### config.mk
export PLATFORM = sky130hd
export DESIGN_NAME = rsc_reset_source_controller
export DESIGN_NICKNAME = d
export VERILOG_FILES = /design/src/rsc_pkg.sv /design/src/rsc_clk_loss.sv /design/src/rsc_reset_source_controller.sv
export VERILOG_INCLUDE_DIRS = /design/src
export SDC_FILE = /design/constraint.sdc
export NUM_CORES = 1
export LEC_CHECK = 0
export ABC_CLOCK_PERIOD_IN_PS = 5100
export BUFFER_PORTS_ARGS = -buffer_cell sky130_fd_sc_hd__buf_4
export CORE_ASPECT_RATIO = 1.5
export CORE_MARGIN = 2
export CORE_UTILIZATION = 56
export CTS_CLUSTER_SIZE = 28
export DETAILED_ROUTE_END_ITERATION = 8
export GPL_ROUTABILITY_DRIVEN = 1
export PLACE_DENSITY = 0.83
export SYNTH_ARGS = -nofsm -noshare
export SYNTH_HDL_FRONTEND = slang
export SYNTH_SLANG_ARGS = --single-unit
### constraint.sdc
create_clock -name clk -period 5.1 [get_ports clk]
set_clock_uncertainty 0.2 [all_clocks]
set_input_delay 0.51 -clock clk [delete_from_list [all_inputs] [get_ports clk]]
set_output_delay 0.51 -clock clk [all_outputs]
set_load 0.01 [all_outputs]
### src/rsc_defs.svh
// Constants of the reset source controller: offsets, bit positions, timing
// Functional notes
// RULE1 - Monitor control bit 7 switches supply monitor
// RULE2 - Monitor resets only when selected as source
// RULE3 - Software lets monitor settle before selecting
// RULE4 - Monitor control bit 6 shows live supply
// RULE5 - Monitor control bits 5..0 reserved, writes ignored
// RULE6 - Low reset pin requests a device reset
// RULE7 - Cause bit 0 flags pin reset
// RULE8 - Stalled clock beyond timeout triggers reset
// RULE9 - Cause bit 2 flags/enables clock loss
// RULE10 - Pin left undriven for internal resets
// RULE11 - Cause bit 5 enables comparator reset
// RULE12 - Cause bit 5 reads comparator reset flag
// RULE13 - Software settles comparator before selecting it
// RULE14 - Watchdog enabled, clock/12 after any reset
// RULE15 - Cause bit 3 flags watchdog reset
// RULE16 - Flash write above code limit resets
// RULE17 - Code read or fetch above limit resets
// RULE18 - Forbidden flash access by security resets
// RULE19 - Cause bit 6 read-only flash fault flag
// RULE20 - Cause bit 4 write forces reset, flags it
// RULE21 - Cause bit 1 power flag, selects monitor
// RULE22 - Cause bit 7 reads zero, ignores writes
// RULE23 - Read-modify-write sees stored enables, not flags
// RULE24 - Other resets clear power-up flag
// RULE25 - Only power-on disables supply monitor
// RULE26 - Drive pin low for power/supply resets
// RULE27 - Only responsible source flag reads one
`ifndef RSC_DEFS_SVH
`define RSC_DEFS_SVH

`define RSC_ADDR_CAUSE      8'hef
`define RSC_ADDR_SUPPLY     8'hff

`define RSC_BIT_PIN         0
`define RSC_BIT_POWER       1
`define RSC_BIT_CLK_LOSS    2
`define RSC_BIT_WATCHDOG    3
`define RSC_BIT_SOFT        4
`define RSC_BIT_COMPARATOR  5
`define RSC_BIT_FLASH       6
`define RSC_BIT_MON_ON      7
`define RSC_BIT_SUPPLY_OK   6

`define RSC_LIMIT_16K       16'h3dff
`define RSC_LIMIT_8K        16'h1fff

`define RSC_CLK_PERIOD_NS   10
`define RSC_CLK_LOSS_US     100
`define RSC_CLK_LOSS_CYC    ((`RSC_CLK_LOSS_US * 1000) / `RSC_CLK_PERIOD_NS)
`define RSC_RST_DELAY_NS    5000
`define RSC_RST_DELAY_CYC   ((`RSC_RST_DELAY_NS + `RSC_CLK_PERIOD_NS - 1) / `RSC_CLK_PERIOD_NS)
`define RSC_WDT_DIV         12

`endif

### src/rsc_pkg.sv
// Types shared by the reset source controller
package rsc_pkg;
    typedef enum logic [1:0] {
        RSC_ST_POWER = 2'b00,
        RSC_ST_RUN   = 2'b01,
        RSC_ST_HOLD  = 2'b10
    } rsc_state_e;

    typedef logic [6:0] rsc_cause_t;
    typedef logic [7:0] rsc_byte_t;
endpackage

### src/rsc_clk_loss.sv
// Clock loss one-shot: times out when clock activity ticks stop arriving
`timescale 1ns/1ps
`include "rsc_defs.svh"
module rsc_clk_loss #(
    parameter int unsigned TIMEOUT_CYC = `RSC_CLK_LOSS_CYC
) (
    input  wire logic clk,
    input  wire logic rstn,
    input  wire logic enable,
    input  wire logic alive_tick,
    output logic      expired_q
);
    import rsc_pkg::*;

    logic [15:0] count_q;
    logic [15:0] count_d;
    logic        expired_d;

    // Each activity tick retriggers the one-shot
    always_comb begin
        count_d   = count_q;
        expired_d = 1'b0;
        if (!enable || alive_tick) begin
            count_d = 16'h0000;
        end else if (count_q >= 16'(TIMEOUT_CYC - 1)) begin
            expired_d = 1'b1; // RULE8
        end else begin
            count_d = count_q + 16'h0001;
        end
    end

    always_ff @(posedge clk or negedge rstn) begin
        if (!rstn) begin
            count_q   <= 16'h0000;
            expired_q <= 1'b0;
        end else begin
            count_q   <= count_d;
            expired_q <= expired_d;
        end
    end
endmodule

### src/rsc_reset_source_controller.sv
// Reset source controller: collects reset sources, records cause, sequences reset
`timescale 1ns/1ps
`include "rsc_defs.svh"
module rsc_reset_source_controller #(
    parameter int unsigned CLK_LOSS_CYC = `RSC_CLK_LOSS_CYC
) (
    input  wire logic        clk,
    input  wire logic        rstn,
    input  wire logic [7:0]  sfr_addr,
    input  wire logic        sfr_wr,
    input  wire logic        sfr_rd,
    input  wire logic        sfr_rmw,
    input  wire logic [7:0]  sfr_wdata,
    output rsc_pkg::rsc_byte_t sfr_rdata_q,
    input  wire logic        rst_pin_i,
    output logic             rst_pin_o,
    output logic             rst_pin_oe,
    input  wire logic        supply_above_threshold,
    input  wire logic        clk_alive_tick,
    input  wire logic        comparator_out,
    input  wire logic        watchdog_timeout,
    input  wire logic        watchdog_disable,
    input  wire logic        part_16k,
    input  wire logic        program_store_write_enable,
    input  wire logic        flash_wr_strobe,
    input  wire logic [15:0] flash_wr_addr,
    input  wire logic        code_rd_strobe,
    input  wire logic [15:0] code_rd_addr,
    input  wire logic        fetch_strobe,
    input  wire logic [15:0] fetch_addr,
    input  wire logic        flash_sec_violation,
    output logic             sys_reset_q,
    output logic             supply_monitor_on_q,
    output logic             watchdog_enable_q,
    output logic             watchdog_tick_q
);
    import rsc_pkg::*;

    localparam int unsigned DELAY_CYC = `RSC_RST_DELAY_CYC;

    rsc_state_e  state_q;
    rsc_state_e  state_d;
    rsc_cause_t  cause_q;
    rsc_cause_t  cause_d;
    rsc_cause_t  req;
    logic [9:0]  delay_q;
    logic [9:0]  delay_d;
    logic        mon_on_d;
    logic        supply_sel_q;
    logic        supply_sel_d;
    logic        comp_en_q;
    logic        comp_en_d;
    logic        loss_en_q;
    logic        loss_en_d;
    logic        sys_reset_d;
    logic        pin_oe_d;
    logic        wdt_en_d;
    logic [3:0]  wdt_div_q;
    logic [3:0]  wdt_div_d;
    logic        wdt_tick_d;
    rsc_byte_t   rdata_d;
    logic [15:0] limit;
    logic        loss_expired;
    logic        wr_cause;
    logic        wr_supply;
    logic        hold_pin;
    logic        hold_supply;

    assign limit     = part_16k ? `RSC_LIMIT_16K : `RSC_LIMIT_8K;
    assign wr_cause  = sfr_wr && (sfr_addr == `RSC_ADDR_CAUSE) && (state_q == RSC_ST_RUN);
    assign wr_supply = sfr_wr && (sfr_addr == `RSC_ADDR_SUPPLY) && (state_q == RSC_ST_RUN);

    rsc_clk_loss #(
        .TIMEOUT_CYC (CLK_LOSS_CYC)
    ) u_clk_loss (
        .clk        (clk),
        .rstn       (rstn),
        .enable     (loss_en_q && (state_q == RSC_ST_RUN)),
        .alive_tick (clk_alive_tick),
        .expired_q  (loss_expired)
    );

    // Source requests, one bit per cause position
    always_comb begin
        req = '0;
        req[`RSC_BIT_PIN]        = !rst_pin_i; // RULE6
        req[`RSC_BIT_POWER]      = supply_monitor_on_q && supply_sel_q
                                   && !supply_above_threshold; // RULE2
        req[`RSC_BIT_CLK_LOSS]   = loss_expired; // RULE8
        req[`RSC_BIT_WATCHDOG]   = watchdog_enable_q && watchdog_timeout;
        req[`RSC_BIT_SOFT]       = wr_cause && sfr_wdata[`RSC_BIT_SOFT]; // RULE20
        req[`RSC_BIT_COMPARATOR] = comp_en_q && !comparator_out; // RULE11
        req[`RSC_BIT_FLASH]      = (program_store_write_enable && flash_wr_strobe
                                    && (flash_wr_addr > limit)) // RULE16
                                   || (code_rd_strobe && (code_rd_addr > limit)) // RULE17
                                   || (fetch_strobe && (fetch_addr > limit)) // RULE17
                                   || flash_sec_violation; // RULE18
    end

    // Conditions that stretch the hold until the source goes away
    // Own drive masks the pin, else a supply hold would hold itself forever;
    // an outside pull during such a hold goes unseen
    assign hold_pin    = !rst_pin_i && !rst_pin_oe;
    assign hold_supply = cause_q[`RSC_BIT_POWER] && !supply_above_threshold;

    // Sequencer and cause capture
    always_comb begin
        state_d      = state_q;
        cause_d      = cause_q;
        delay_d      = delay_q;
        mon_on_d     = supply_monitor_on_q;
        supply_sel_d = supply_sel_q;
        comp_en_d    = comp_en_q;
        loss_en_d    = loss_en_q;
        sys_reset_d  = sys_reset_q;
        pin_oe_d     = 1'b0;
        wdt_en_d     = watchdog_enable_q;
        case (state_q)
            RSC_ST_POWER: begin
                sys_reset_d = 1'b1;
                pin_oe_d    = 1'b1; // RULE26
                if (!supply_above_threshold) begin
                    delay_d = 10'h000;
                end else if (delay_q < 10'(DELAY_CYC - 1)) begin
                    delay_d = delay_q + 10'h001;
                end else begin
                    state_d     = RSC_ST_RUN;
                    sys_reset_d = 1'b0;
                    pin_oe_d    = 1'b0;
                    wdt_en_d    = 1'b1; // RULE14
                end
            end
            RSC_ST_RUN: begin
                if (wr_supply) begin
                    mon_on_d = sfr_wdata[`RSC_BIT_MON_ON]; // RULE1 RULE5
                end
                if (wr_cause) begin
                    supply_sel_d = sfr_wdata[`RSC_BIT_POWER]; // RULE21
                    loss_en_d    = sfr_wdata[`RSC_BIT_CLK_LOSS]; // RULE9
                    comp_en_d    = sfr_wdata[`RSC_BIT_COMPARATOR]; // RULE11
                end
                if (watchdog_disable) begin
                    wdt_en_d = 1'b0;
                end
                if (req != '0) begin
                    // Fixed priority so one flag alone reads one
                    cause_d = '0; // RULE24 RULE27
                    if (req[`RSC_BIT_POWER]) begin
                        cause_d[`RSC_BIT_POWER] = 1'b1;
                    end else if (req[`RSC_BIT_PIN]) begin
                        cause_d[`RSC_BIT_PIN] = 1'b1; // RULE7
                    end else if (req[`RSC_BIT_CLK_LOSS]) begin
                        cause_d[`RSC_BIT_CLK_LOSS] = 1'b1; // RULE9
                    end else if (req[`RSC_BIT_COMPARATOR]) begin
                        cause_d[`RSC_BIT_COMPARATOR] = 1'b1; // RULE12
                    end else if (req[`RSC_BIT_WATCHDOG]) begin
                        cause_d[`RSC_BIT_WATCHDOG] = 1'b1; // RULE15
                    end else if (req[`RSC_BIT_FLASH]) begin
                        cause_d[`RSC_BIT_FLASH] = 1'b1; // RULE19
                    end else begin
                        cause_d[`RSC_BIT_SOFT] = 1'b1; // RULE20
                    end
                    // Source enables drop so a stale selection cannot loop the reset
                    supply_sel_d = 1'b0;
                    comp_en_d    = 1'b0;
                    loss_en_d    = 1'b0;
                    delay_d      = 10'h000;
                    sys_reset_d  = 1'b1;
                    pin_oe_d     = req[`RSC_BIT_POWER]; // RULE10 RULE26
                    state_d      = RSC_ST_HOLD;
                end
            end
            RSC_ST_HOLD: begin
                sys_reset_d = 1'b1;
                pin_oe_d    = cause_q[`RSC_BIT_POWER]; // RULE10 RULE26
                if (hold_pin || hold_supply) begin
                    delay_d = 10'h000;
                end else if (delay_q < 10'(DELAY_CYC - 1)) begin
                    delay_d = delay_q + 10'h001;
                end else begin
                    state_d     = RSC_ST_RUN;
                    sys_reset_d = 1'b0;
                    pin_oe_d    = 1'b0;
                    wdt_en_d    = 1'b1; // RULE14
                end
            end
            default: begin
                state_d = RSC_ST_POWER;
            end
        endcase
    end

    // Watchdog time base runs at the system clock divided by twelve
    always_comb begin
        wdt_div_d  = wdt_div_q;
        wdt_tick_d = 1'b0;
        if (sys_reset_q || !watchdog_enable_q) begin
            wdt_div_d = 4'h0;
        end else if (wdt_div_q == 4'(`RSC_WDT_DIV - 1)) begin
            wdt_div_d  = 4'h0;
            wdt_tick_d = 1'b1; // RULE14
        end else begin
            wdt_div_d = wdt_div_q + 4'h1;
        end
    end

    // Register reads; a read-modify-write sees the stored enables
    always_comb begin
        rdata_d = sfr_rdata_q;
        if (sfr_rd) begin
            if (sfr_addr == `RSC_ADDR_CAUSE) begin
                rdata_d = {1'b0, cause_q}; // RULE22 RULE19
                if (sfr_rmw) begin
                    rdata_d[`RSC_BIT_COMPARATOR] = comp_en_q; // RULE23
                    rdata_d[`RSC_BIT_SOFT]       = 1'b0; // RULE23
                    rdata_d[`RSC_BIT_CLK_LOSS]   = loss_en_q; // RULE23
                    rdata_d[`RSC_BIT_POWER]      = supply_sel_q; // RULE23
                end
            end else if (sfr_addr == `RSC_ADDR_SUPPLY) begin
                rdata_d = 8'h00; // RULE5
                rdata_d[`RSC_BIT_MON_ON]    = supply_monitor_on_q; // RULE1
                rdata_d[`RSC_BIT_SUPPLY_OK] = supply_above_threshold; // RULE4
            end else begin
                rdata_d = 8'h00;
            end
        end
    end

    // Power-on entry: power flag set, monitor off, pin driven low
    always_ff @(posedge clk or negedge rstn) begin
        if (!rstn) begin
            state_q             <= RSC_ST_POWER;
            cause_q             <= 7'h02; // RULE21
            delay_q             <= 10'h000;
            supply_monitor_on_q <= 1'b0; // RULE25
            supply_sel_q        <= 1'b0;
            comp_en_q           <= 1'b0;
            loss_en_q           <= 1'b0;
            sys_reset_q         <= 1'b1;
            rst_pin_oe          <= 1'b1;
            rst_pin_o           <= 1'b0;
            watchdog_enable_q   <= 1'b0;
            wdt_div_q           <= 4'h0;
            watchdog_tick_q     <= 1'b0;
            sfr_rdata_q         <= 8'h00;
        end else begin
            state_q             <= state_d;
            cause_q             <= cause_d;
            delay_q             <= delay_d;
            supply_monitor_on_q <= mon_on_d;
            supply_sel_q        <= supply_sel_d;
            comp_en_q           <= comp_en_d;
            loss_en_q           <= loss_en_d;
            sys_reset_q         <= sys_reset_d;
            rst_pin_oe          <= pin_oe_d;
            rst_pin_o           <= 1'b0;
            watchdog_enable_q   <= wdt_en_d;
            wdt_div_q           <= wdt_div_d;
            watchdog_tick_q     <= wdt_tick_d;
            sfr_rdata_q         <= rdata_d;
        end
    end
endmodule

==> out/metrics.csv, run 1 <==
metric;value;unit
via/cell ratio;5.89;
initial antenna violation count;0;
sw frac;0.349;
Final GP Congestion;0.846;
worst ir drop on vdd;181;uV
I/O pins;95;
dpl hpwl;5.64;mm
Mean Syn Cell Area;9.67;um^2
Starting Density;0.577;
Mapped Area;3140;um^2
R2R Path Start;supply_monitor_on_q;
CP Max Fanout;18;
Slew Limit Headroom;0.309;
max-slew violations;0;
Nets;509;
max cap viols;0;
first-pass iteration count of the detailed router;4;
hold slack final;0.0156;ns
share of cells above drive strength 1;0.270;
clk sinks;56;
worst r2r dst;delay_q[7];
DR DRC count;0;
share of power burned in registers;0.434;
Tightest Pin Transition;1.03;ns
WP data arrival;2.83;ns
Main synth FF type;dfrtp_1;
pre-CTS setup slack;1.92;ns
vias after detailed routing;2855;
Final Hold Fails;0;
RSZ-0062 raised after global routing;no;
die area;6240;um^2
H-tree levels;2;
period utilisation layout;0.556;
Area growth syn-to-layout;26.0;%
largest family of logic cells by synthesized area;simple AND/OR/NAND/NOR gates;
Async SR Flop Fraction;1.00;
area fraction in compound gates after synthesis;0.188;
YS warnings;0;
worst r2r path cells;6;
Post-synth EDFFs;0;
Post-Syn Nets;420;
PortBufs;90;
CTS clk-pin slew, worst paths;0.11;ns
simple-gate share of the synthesized area;0.200;
Pwr per Cell Area;297;nW/um^2
final worst setup slack;2.26;ns
grt total ovfl;0;
CP Class;in -> reg;
clock share of power;0.218;
P_int;0.766;mW
adder and majority gate portion of the synthesized area;0.0557;
Final ANT Viol Nets;0;
FMAX;0.353;GHz
CTS root buf;clkbuf_8;
DR WL/cell;14.7;um
first-pass GRT wire length;12.2;mm
final antenna diode count;0;
final wirelength;7.14;mm
leakage power;1.76;nW
CTS tree;yes;
die width;65.2;um
hold buffer count at CTS;0;
Core ar.;5450;um^2
setup violators final;0;
# rows;33;
Crit. End Element;register;
largest net degree at the start of global routing;57;
Cell Area, Placed;3860;um^2
Switch Pwr;0.411;mW
Distinct cells, synth;62;
CP Data Required Time;5.10;ns
post-synthesis cell count;325;
R2R Setup Slk;2.56;ns
number of global-route vias before repair;2945;
CTS Buf Count;5;
Die Span Y;95.8;um
DRT iter0 DRCs;167;
status;complete, no violations;
register area share after synthesis;0.447;
Final Cell Area;3960;um^2
mux contribution to synthesized area;0.0299;
later-pin clock latency in the skew report;0.31;ns
CP Launch Type;input port;
Tightest Hold Check Type;in -> async;
Final min period;2.84;ns
CTS resizes;0;
fin cells;485;
cell total after placement;477;
final setup TNS;0;ns
Comb power frac;0.348;
# fillers;444;
GRT Total Usage;0.248;
Max Buffers Root-to-Sink;2;
#FFs+latches synth;56;
Post-CTS Setup Bufs;0;
Synth Area in XOR/XNOR;0.0362;
registers in the layout (all words and copies together), names as in the netlist:
register,flops
loss_en_q,1
rst_pin_oe,1
cause_q,7
watchdog_enable_q,1
sfr_rdata_q,8
delay_q,10
supply_monitor_on_q,1
supply_sel_q,1
state_q,2
watchdog_tick_q,1
u_clk_loss.count_q,16
sys_reset_q,1
u_clk_loss.expired_q,1
comp_en_q,1
wdt_div_q,4
per-layer routing:
metal,part of all wire,track usage,vias to the layer above
met3,0.051,0.0374,20
met1,0.38,0.273,1358
met5,0,0,-
li1,-,-,1368
met2,0.53,0.458,109
met4,0.036,0.120,0
final cells by class:
type / instances / area, um^2 / share of cell area
sequential: 56 / 1410 / 0.355
clock inverter: 3 / 27.5 / 0.00695
multi-input combinational: 237 / 1600 / 0.405
inverter: 24 / 90.1 / 0.0228
clock buffer: 5 / 68.8 / 0.0174
tap: 70 / 87.6 / 0.0221
timing repair buffer: 90 / 676 / 0.171
worst max-delay path, stage by stage:
cell and delay, ns:
buf_4 0.11, inv_1 0.10, ha_1 0.29, nand4_1 0.11, or4_1 0.57, a22oi_2 0.20
o21ai_2 0.27, o21ai_2 0.32, mux2_1 0.35
worst max path at each step:
stage | startpoint | endpoint | slack [ns]
after global placement | part_16k | cause_q[0] | 1.98
after detailed placement | part_16k | cause_q[0] | 1.92
final | part_16k | cause_q[0] | 2.26
after floorplan | part_16k | cause_q[0] | 2.49
after global routing | part_16k | cause_q[0] | 2.14
after CTS | part_16k | cause_q[0] | 2.25
power groups by stage:
stage	registers (mW)	clock network, mW	logic, mW
global placement	0.518	0	0.395
global route	0.514	0.278	0.455
finish	0.511	0.257	0.409
floorplan	0.515	0	0.273
detailed placement	0.519	0	0.408
CTS	0.510	0.263	0.410
cell families (layout without fill, tap and decap cells):
family / count (synthesis) / after routing
compound gates: 80 / 80
xor+xnor: 13 / 13
fa+ha+maj: 14 / 14
buf+inv: 32 / 122
flops: 56 / 56
mux: 9 / 9
other cells: 1 / 1
simple gates: 120 / 120
synth_stat cells (7+ instances only):
library cell | count | area [um^2]
o21ai_0 | 9 | 45.0
o21ai_1 | 9 | 45.0
nor2_1 | 35 | 131
nand3_1 | 15 | 75.1
nand4_1 | 14 | 87.6
o22ai_1 | 7 | 43.8
ha_1 | 14 | 175
inv_1 | 24 | 90.1
dfrtp_1 | 53 | 1330
a21oi_1 | 8 | 40.0
xor2_1 | 8 | 70.1
nand2_1 | 18 | 67.6
metrics by stage:
step | power (mW) | util
2_1_floorplan | 0.788 | -
3_3_place_gp | 0.913 | 0.709
3_5_place_dp | 0.927 | 0.709
4_1_cts | 1.18 | 0.726
5_1_grt | 1.25 | 0.726
6_report | 1.18 | 0.726
layout by cell type, fill, tap and decap left out, drive strengths merged, types with 3 or more instances in the layout:
cell and instances:
buf 90, dfrtp 53, nor2 35, inv 25, o21ai 21, nand2 18, nand3 15, nand4 14
ha 14, a21oi 8, xor2 8, o22ai 7, nand2b 6, mux2i 6, o2bb2ai 6, xnor2 5
nor3 5, a32o 5, clkbuf 5, o221ai 4, a22o 4, and3 4, a31oi 4, or3 3
nand3b 3, o21a 3, dfstp 3, mux2 3, or2 3
Power figures use the tool's default switching activity.
==> run 2, diff against run 1 <==
--- a/config.mk
+++ b/config.mk
@@ -6,15 +6,16 @@
 export SDC_FILE = /design/constraint.sdc
 export NUM_CORES = 1
 export LEC_CHECK = 0
-export ABC_CLOCK_PERIOD_IN_PS = 5100
+export ABC_AREA = 1
+export ABC_CLOCK_PERIOD_IN_PS = 2800
 export BUFFER_PORTS_ARGS = -buffer_cell sky130_fd_sc_hd__buf_4
 export CORE_ASPECT_RATIO = 1.5
 export CORE_MARGIN = 2
-export CORE_UTILIZATION = 56
+export CORE_UTILIZATION = 54
 export CTS_CLUSTER_SIZE = 28
 export DETAILED_ROUTE_END_ITERATION = 8
 export GPL_ROUTABILITY_DRIVEN = 1
-export PLACE_DENSITY = 0.83
+export PLACE_DENSITY = 0.78
 export SYNTH_ARGS = -nofsm -noshare
 export SYNTH_HDL_FRONTEND = slang
 export SYNTH_SLANG_ARGS = --single-unit
==> constraint.sdc (replaced) <==
create_clock -name clk -period 2.8 [get_ports clk]
set_clock_uncertainty 0.2 [all_clocks]
set_input_delay 0.28 -clock clk [delete_from_list [all_inputs] [get_ports clk]]
set_output_delay 0.28 -clock clk [all_outputs]
set_load 0.01 [all_outputs]
==> out/metrics.csv, run 2 <==
metric;value;unit;change
first-pass GRT wire length;14.8;mm;+22%
Starting Density;0.557;;-0.0199
CP Max Fanout;12;;-6
Largest register FFs;16;;unchanged
Mean Syn Cell Area;7.04;um^2;-27%
fin cells;714;;+47%
CTS root buf;clkbuf_8;;
final wirelength;8.73;mm;+22%
GRT Total Usage;0.238;;-0.00964
largest net degree at the start of global routing;57;;unchanged
H-tree levels;2;;unchanged
worst ir drop on vdd;224;uV;+23%
via/cell ratio;5.22;;-11%
most frequent cells in the layout;nand2_1, buf_4, inv_1;;
CTS tree;yes;;
family with the most delay on the worst path;simple AND/OR/NAND/NOR gates;;
worst r2r path cells;12;;+6
RSZ-0062 raised after global routing;no;;
Mapped Area;3810;um^2;+21%
CP Class;reg -> reg;;
most frequent cell after synthesis;nand2_1;;
Async SR Flop Fraction;1.00;;unchanged
Distinct cells, synth;44;;-29%
first-pass iteration count of the detailed router;4;;unchanged
Comb power frac;0.127;;-0.221
WP data arrival;2.24;ns;-0.59 ns
register area share after synthesis;0.368;;-0.0787
Tightest Pin Transition;0.708;ns;-0.324 ns
sw frac;0.238;;-0.111
Final ANT Viol Nets;0;;unchanged
vias after detailed routing;3725;;+30%
die area;7770;um^2;+24%
Die Span Y;107;um;+12%
Hold Startpoint;sfr_rd;;
top flop regs;u_clk_loss.count_q x16, delay_q x10, sfr_rdata_q x8;;
Synth top cells by count;nand2_1, inv_1, nor2_1;;
dpl hpwl;6.95;mm;+23%
DRT iter0 DRCs;218;;+31%
CP Launch Point;state_q[1];;
Tightest Hold Check Type;in -> reg;;
leakage power;2.41;nW;+37%
Slew Limit Headroom;0.528;;+0.219
CTS clk-pin slew, worst paths;0.10;ns;about the same
I/O pins;95;;unchanged
CTS Buf Count;5;;unchanged
crit path buf inv count;4;;+2
leading cell type in the layout, fill and taps excluded;nand2_1;;
P_int;1.18;mW;+54%
post-synth top area share;0.348;;-0.0743
Core ar.;6850;um^2;+26%
Main synth FF type;dfrtp_1;;
# rows;37;;+12%
#FFs+latches synth;56;;unchanged
Area growth syn-to-layout;22.3;%;
max cap viols;0;;unchanged
Max Buffers Root-to-Sink;2;;unchanged
area of the multi-input gates;2060;um^2;+28%
DR DRC count;0;;unchanged
max incr delay on CP;0.44;ns;-0.13 ns
Biggest register;u_clk_loss.count_q;;
overall power;1.55;mW;+32%
final setup TNS;0;ns;unchanged
FMAX;0.452;GHz;
Switch Pwr;0.370;mW;-10%
DR WL/cell;12.2;um;-17%
Crit. End Element;register;;
grt total ovfl;0;;unchanged
Top cell by count, worst path;nand2_1;;
worst r2r dst;cause_q[5];;
period utilisation layout;0.790;;
fin util;0.681;;-0.0454
Post-Syn Nets;637;;+52%
Worst Hold Path Cells;2;;
share of power burned in registers;0.527;;+0.093
Final Hold Fails;0;;unchanged
share of cells above drive strength 1;0.223;;-0.0466
Nets;730;;+43%
Post-CTS Setup Bufs;0;;unchanged
cell total after placement;704;;+48%
clock share of power;0.345;;+0.127
Pwr per Cell Area;333;nW/um^2;+12%
crit path cell chain;inv_1 > ha_1 > nand2_1 > inv_1 > nand4_1 > nand2_1 > inv_2 > nand3_4 > nand2_2 > inv_2 > nand2_1 > o21ai_0;;
number of global-route vias before repair;3596;;+22%
status;complete, no violations;;
clk sinks;56;;unchanged
PortBufs;90;;unchanged
later-pin clock latency in the skew report;0.32;ns;about the same
max-slew violations;0;;unchanged
critical path's slowest cell;dfrtp_1;;
Post-synth EDFFs;0;;unchanged
YS warnings;0;;unchanged
CP Data Required Time;2.83;ns;-2.27 ns
initial antenna violation count;0;;unchanged
Final min period;2.21;ns;
synth top area cells;dfrtp_1, nand2_1, inv_1, nor2_1, nand3_1;;
Seq. cell area;1410;um^2;unchanged
die width;72.6;um;+11%
leading area contributor after synthesis;dfrtp_1;;
CP Launch Type;register;;
setup violators final;0;;unchanged
R2R Path Start;state_q[1];;
Hold Path Sink;sfr_rdata_q[6];;
R2R Setup Slk;0.59;ns;-1.97 ns
final antenna diode count;0;;unchanged
post-synthesis cell count;542;;+67%
# fillers;579;;+30%
Final GP Congestion;0.922;;+8.9%
## run 2: through the flow
stage	hold slack [ns]	setup WS [ns]	area (um^2)
2_1_floorplan	-0.216	0.893	3810
3_3_place_gp	0.169	0.601	4540
6_report	0.0229	0.587	4670
5_1_grt	0.0192	0.358	4670
4_1_cts	0.00928	0.585	4670
3_5_place_dp	0.181	0.503	4540
## run 2: cells by family (layout without fill, tap and decap cells)
group           count (synthesis)  count (layout)  share of synthesized area
flops                          56              56                      0.368
compound gates                 52              52                     0.0807
buf+inv                        85             179                     0.0925
fa+ha+maj                      14              14                     0.0459
other cells                     1               1                   0.000983
xor+xnor                        7               7                     0.0161
simple gates                  326             326                      0.393
mux                             1               1                    0.00262
## run 2: worst max path at each step
stage | endpoint | slack [ns] | depth (start not counted)
floorplan | cause_q[6] | 0.89 | 12
global placement | comp_en_q | 0.60 | 14
detailed placement | cause_q[1] | 0.50 | 13
CTS | delay_q[1] | 0.58 | 12
global route | cause_q[5] | 0.36 | 12
finish | cause_q[5] | 0.59 | 12
## run 2: power by group through the flow
stage | clock (mW) | sequential (mW) | combinational, mW
5_1_grt | 0.570 | 0.819 | 0.225
4_1_cts | 0.551 | 0.819 | 0.200
3_5_place_dp | 0 | 0.834 | 0.198
3_3_place_gp | 0 | 0.834 | 0.193
2_1_floorplan | 0 | 0.834 | 0.0813
6_report | 0.536 | 0.819 | 0.198
## run 2: area by class of cell
class | count | share of cell area
inverter | 78 | 0.0633
multi-input combinational | 401 | 0.441
sequential | 56 | 0.301
tap | 78 | 0.0209
timing repair buffer | 93 | 0.151
clock buffer | 6 | 0.0156
clock inverter | 2 | 0.00751
## run 2: metal layers
metal	up-vias	share of wire	GRT usage
li1	1906	-	-
met1	1708	0.39	0.247
met2	98	0.56	0.455
met3	13	0.039	0.0367
met4	0	0.017	0.101
met5	-	0	0
## run 2: timing repair
action / in CTS / in global routing
hold buffers: 2 / 0
endpoints found under the setup margin: 0 / 0
gates resized for setup: 0 / 0
endpoints found under the hold margin: 54 / 0
==> run 3, diff against run 2 <==
--- a/config.mk
+++ b/config.mk
@@ -6,12 +6,12 @@
 export SDC_FILE = /design/constraint.sdc
 export NUM_CORES = 1
 export LEC_CHECK = 0
-export ABC_AREA = 1
-export ABC_CLOCK_PERIOD_IN_PS = 2800
+export ABC_AREA = 0
+export ABC_CLOCK_PERIOD_IN_PS = 2300
 export BUFFER_PORTS_ARGS = -buffer_cell sky130_fd_sc_hd__buf_4
 export CORE_ASPECT_RATIO = 1.5
 export CORE_MARGIN = 2
-export CORE_UTILIZATION = 54
+export CORE_UTILIZATION = 52
 export CTS_CLUSTER_SIZE = 28
 export DETAILED_ROUTE_END_ITERATION = 8
 export GPL_ROUTABILITY_DRIVEN = 1
==> constraint.sdc (replaced) <==
create_clock -name clk -period 2.3 [get_ports clk]
set_clock_uncertainty 0.2 [all_clocks]
set_input_delay 0.23 -clock clk [delete_from_list [all_inputs] [get_ports clk]]
set_output_delay 0.23 -clock clk [all_outputs]
set_load 0.01 [all_outputs]
==> out/metrics.csv, run 3 (synthesis gave the netlist of run 1 again) <==
metric;value;unit;change
period utilisation layout;0.959;;+0.169
cell total after placement;501;;-29%
Starting Density;0.539;;-0.0175
DR DRC count;0;;unchanged
crit path cell chain;and4_1 > a211oi_1 > nand3_1 > or2_2 > o2bb2ai_1;;
max incr delay on CP;0.56;ns;+0.12 ns
fin util;0.728;;+0.0475
first-pass iteration count of the detailed router;4;;unchanged
top flop regs;u_clk_loss.count_q x16, delay_q x10, sfr_rdata_q x8;;
die width;67.5;um;-7.1%
largest net degree at the start of global routing;57;;unchanged
max cap viols;0;;unchanged
first-pass GRT wire length;13.2;mm;-11%
Nets;540;;-26%
fin cells;518;;-27%
Slew Limit Headroom;0.534;;+0.00591
CP Launch Type;register;;
via/cell ratio;5.69;;+9.0%
setup violators final;0;;unchanged
number of global-route vias before repair;3037;;-16%
worst ir drop on vdd;398;uV;+77%
Tightest Pin Transition;0.699;ns;-0.00887 ns
H-tree levels;2;;unchanged
CTS clk-pin slew, worst paths;0.10;ns;about the same
I/O pins;95;;unchanged
Final Hold Fails;0;;unchanged
GRT Total Usage;0.256;;+0.0182
Pwr per Cell Area;639;nW/um^2;+92%
PortBufs;90;;unchanged
final wirelength;7.92;mm;-9.3%
WP data arrival;2.25;ns;about the same
CP Data Required Time;2.34;ns;-0.49 ns
Final ANT Viol Nets;0;;unchanged
clk sinks;56;;unchanged
final antenna diode count;0;;unchanged
Area growth syn-to-layout;35.1;%;
Final min period;2.21;ns;-0.00638 ns
CTS root buf;clkbuf_8;;
most frequent cells in the layout;buf_4, dfrtp_1, nor2_1;;
Core ar.;5830;um^2;-15%
critical path's slowest cell;a211oi_1;;
Final GP Congestion;0.817;;-11%
CP Max Fanout;5;;-7
CTS Buf Count;5;;unchanged
RSZ-0062 raised after global routing;no;;
Max Buffers Root-to-Sink;2;;unchanged
status;complete, no violations;;
later-pin clock latency in the skew report;0.31;ns;about the same
Post-CTS Setup Bufs;0;;unchanged
hold slack final;0.0315;ns;+0.00858 ns
grt total ovfl;0;;unchanged
DRT iter0 DRCs;131;;-40%
family with the most delay on the worst path;simple AND/OR/NAND/NOR gates;;
leading cell type in the layout, fill and taps excluded;buf_4;;
max-slew violations;0;;unchanged
Tightest Hold Check Type;in -> reg;;
leakage power;1.91;nW;-21%
DR WL/cell;15.3;um;+25%
initial antenna violation count;0;;unchanged
FMAX;0.453;GHz;+0.29%
crit path buf inv count;0;;-4
CP Class;reg -> reg;;
Largest register FFs;16;;unchanged
CTS tree;yes;;
dpl hpwl;6.20;mm;-11%
# fillers;441;;-24%
Biggest register;u_clk_loss.count_q;;
vias after detailed routing;2947;;-21%
share of cells above drive strength 1;0.305;;+0.0817
Crit. End Element;register;;
Die Span Y;99.2;um;-7.2%
# rows;34;;-8.1%
die area;6700;um^2;-14%
[run 3: layout make-up]
cell class / instances / area, um^2 / area share
multi-input combinational: 237 / 1640 / 0.385
sequential: 56 / 1410 / 0.331
timing repair buffer: 121 / 931 / 0.219
inverter: 24 / 90.1 / 0.0212
tap: 72 / 90.1 / 0.0212
clock buffer: 5 / 68.8 / 0.0162
clock inverter: 3 / 23.8 / 0.00560
[run 3: worst register-to-register path, stage by stage (launching register included)]
cell	delay, ns
dfrtp_1	0.44
and4_1	0.32
a211oi_1	0.56
nand3_1	0.17
or2_2	0.29
o2bb2ai_1	0.16
[run 3: path summary, 6_finish.rpt]
check	startpoint	to	slack, ns	cells after the start
worst max-delay path	delay_q[4]	delay_q[6]	0.09	5
worst min-delay path	rst_pin_i	cause_q[2]	0.03	3
worst max register to register	delay_q[4]	delay_q[6]	0.09	5
worst min register to register	wdt_div_q[0]	wdt_div_q[0]	0.28	1
max in group asynchronous	rstn	u_clk_loss.count_q[5]	1.13	2
min in group asynchronous	rstn	wdt_div_q[2]	0.30	2
[run 3: power breakdown]
| group | leakage, nW | internal, mW | switching, mW |
|---|---|---|---|
| Sequential | 0.762 | 1.07 | 0.0614 |
| Clock | 0.0404 | 0.216 | 0.334 |
| Combinational | 1.10 | 0.494 | 0.539 |
| Total | 1.91 | 1.78 | 0.934 |
[run 3: what timing repair did]
action | CTS | global route
gates resized for setup | 0 | 2
hold buffers | 9 | 0
endpoints found under the setup margin | 0 | 2
endpoints found under the hold margin | 65 | 0
[run 3: metrics by stage]
step	total power [mW]	setup TNS, ns	area, um^2	setup WS [ns]
global route	2.90	0	4250	0.00579
detailed placement	2.16	-3.29	4050	-0.232
CTS	2.72	0	4230	0.0530
finish	2.71	0	4250	0.0937
floorplan	1.75	-0.0228	3160	-0.0228
global placement	2.13	-2.87	4050	-0.203
[run 3: metal layers]
| metal | GRT usage | wire length (um) | vias to the layer above |
|---|---|---|---|
| met5 | 0 | 0 | - |
| met4 | 0.107 | 203 | 0 |
| met3 | 0.0407 | 380 | 14 |
| met2 | 0.483 | 4410 | 97 |
| met1 | 0.267 | 2930 | 1402 |
| li1 | - | - | 1434 |
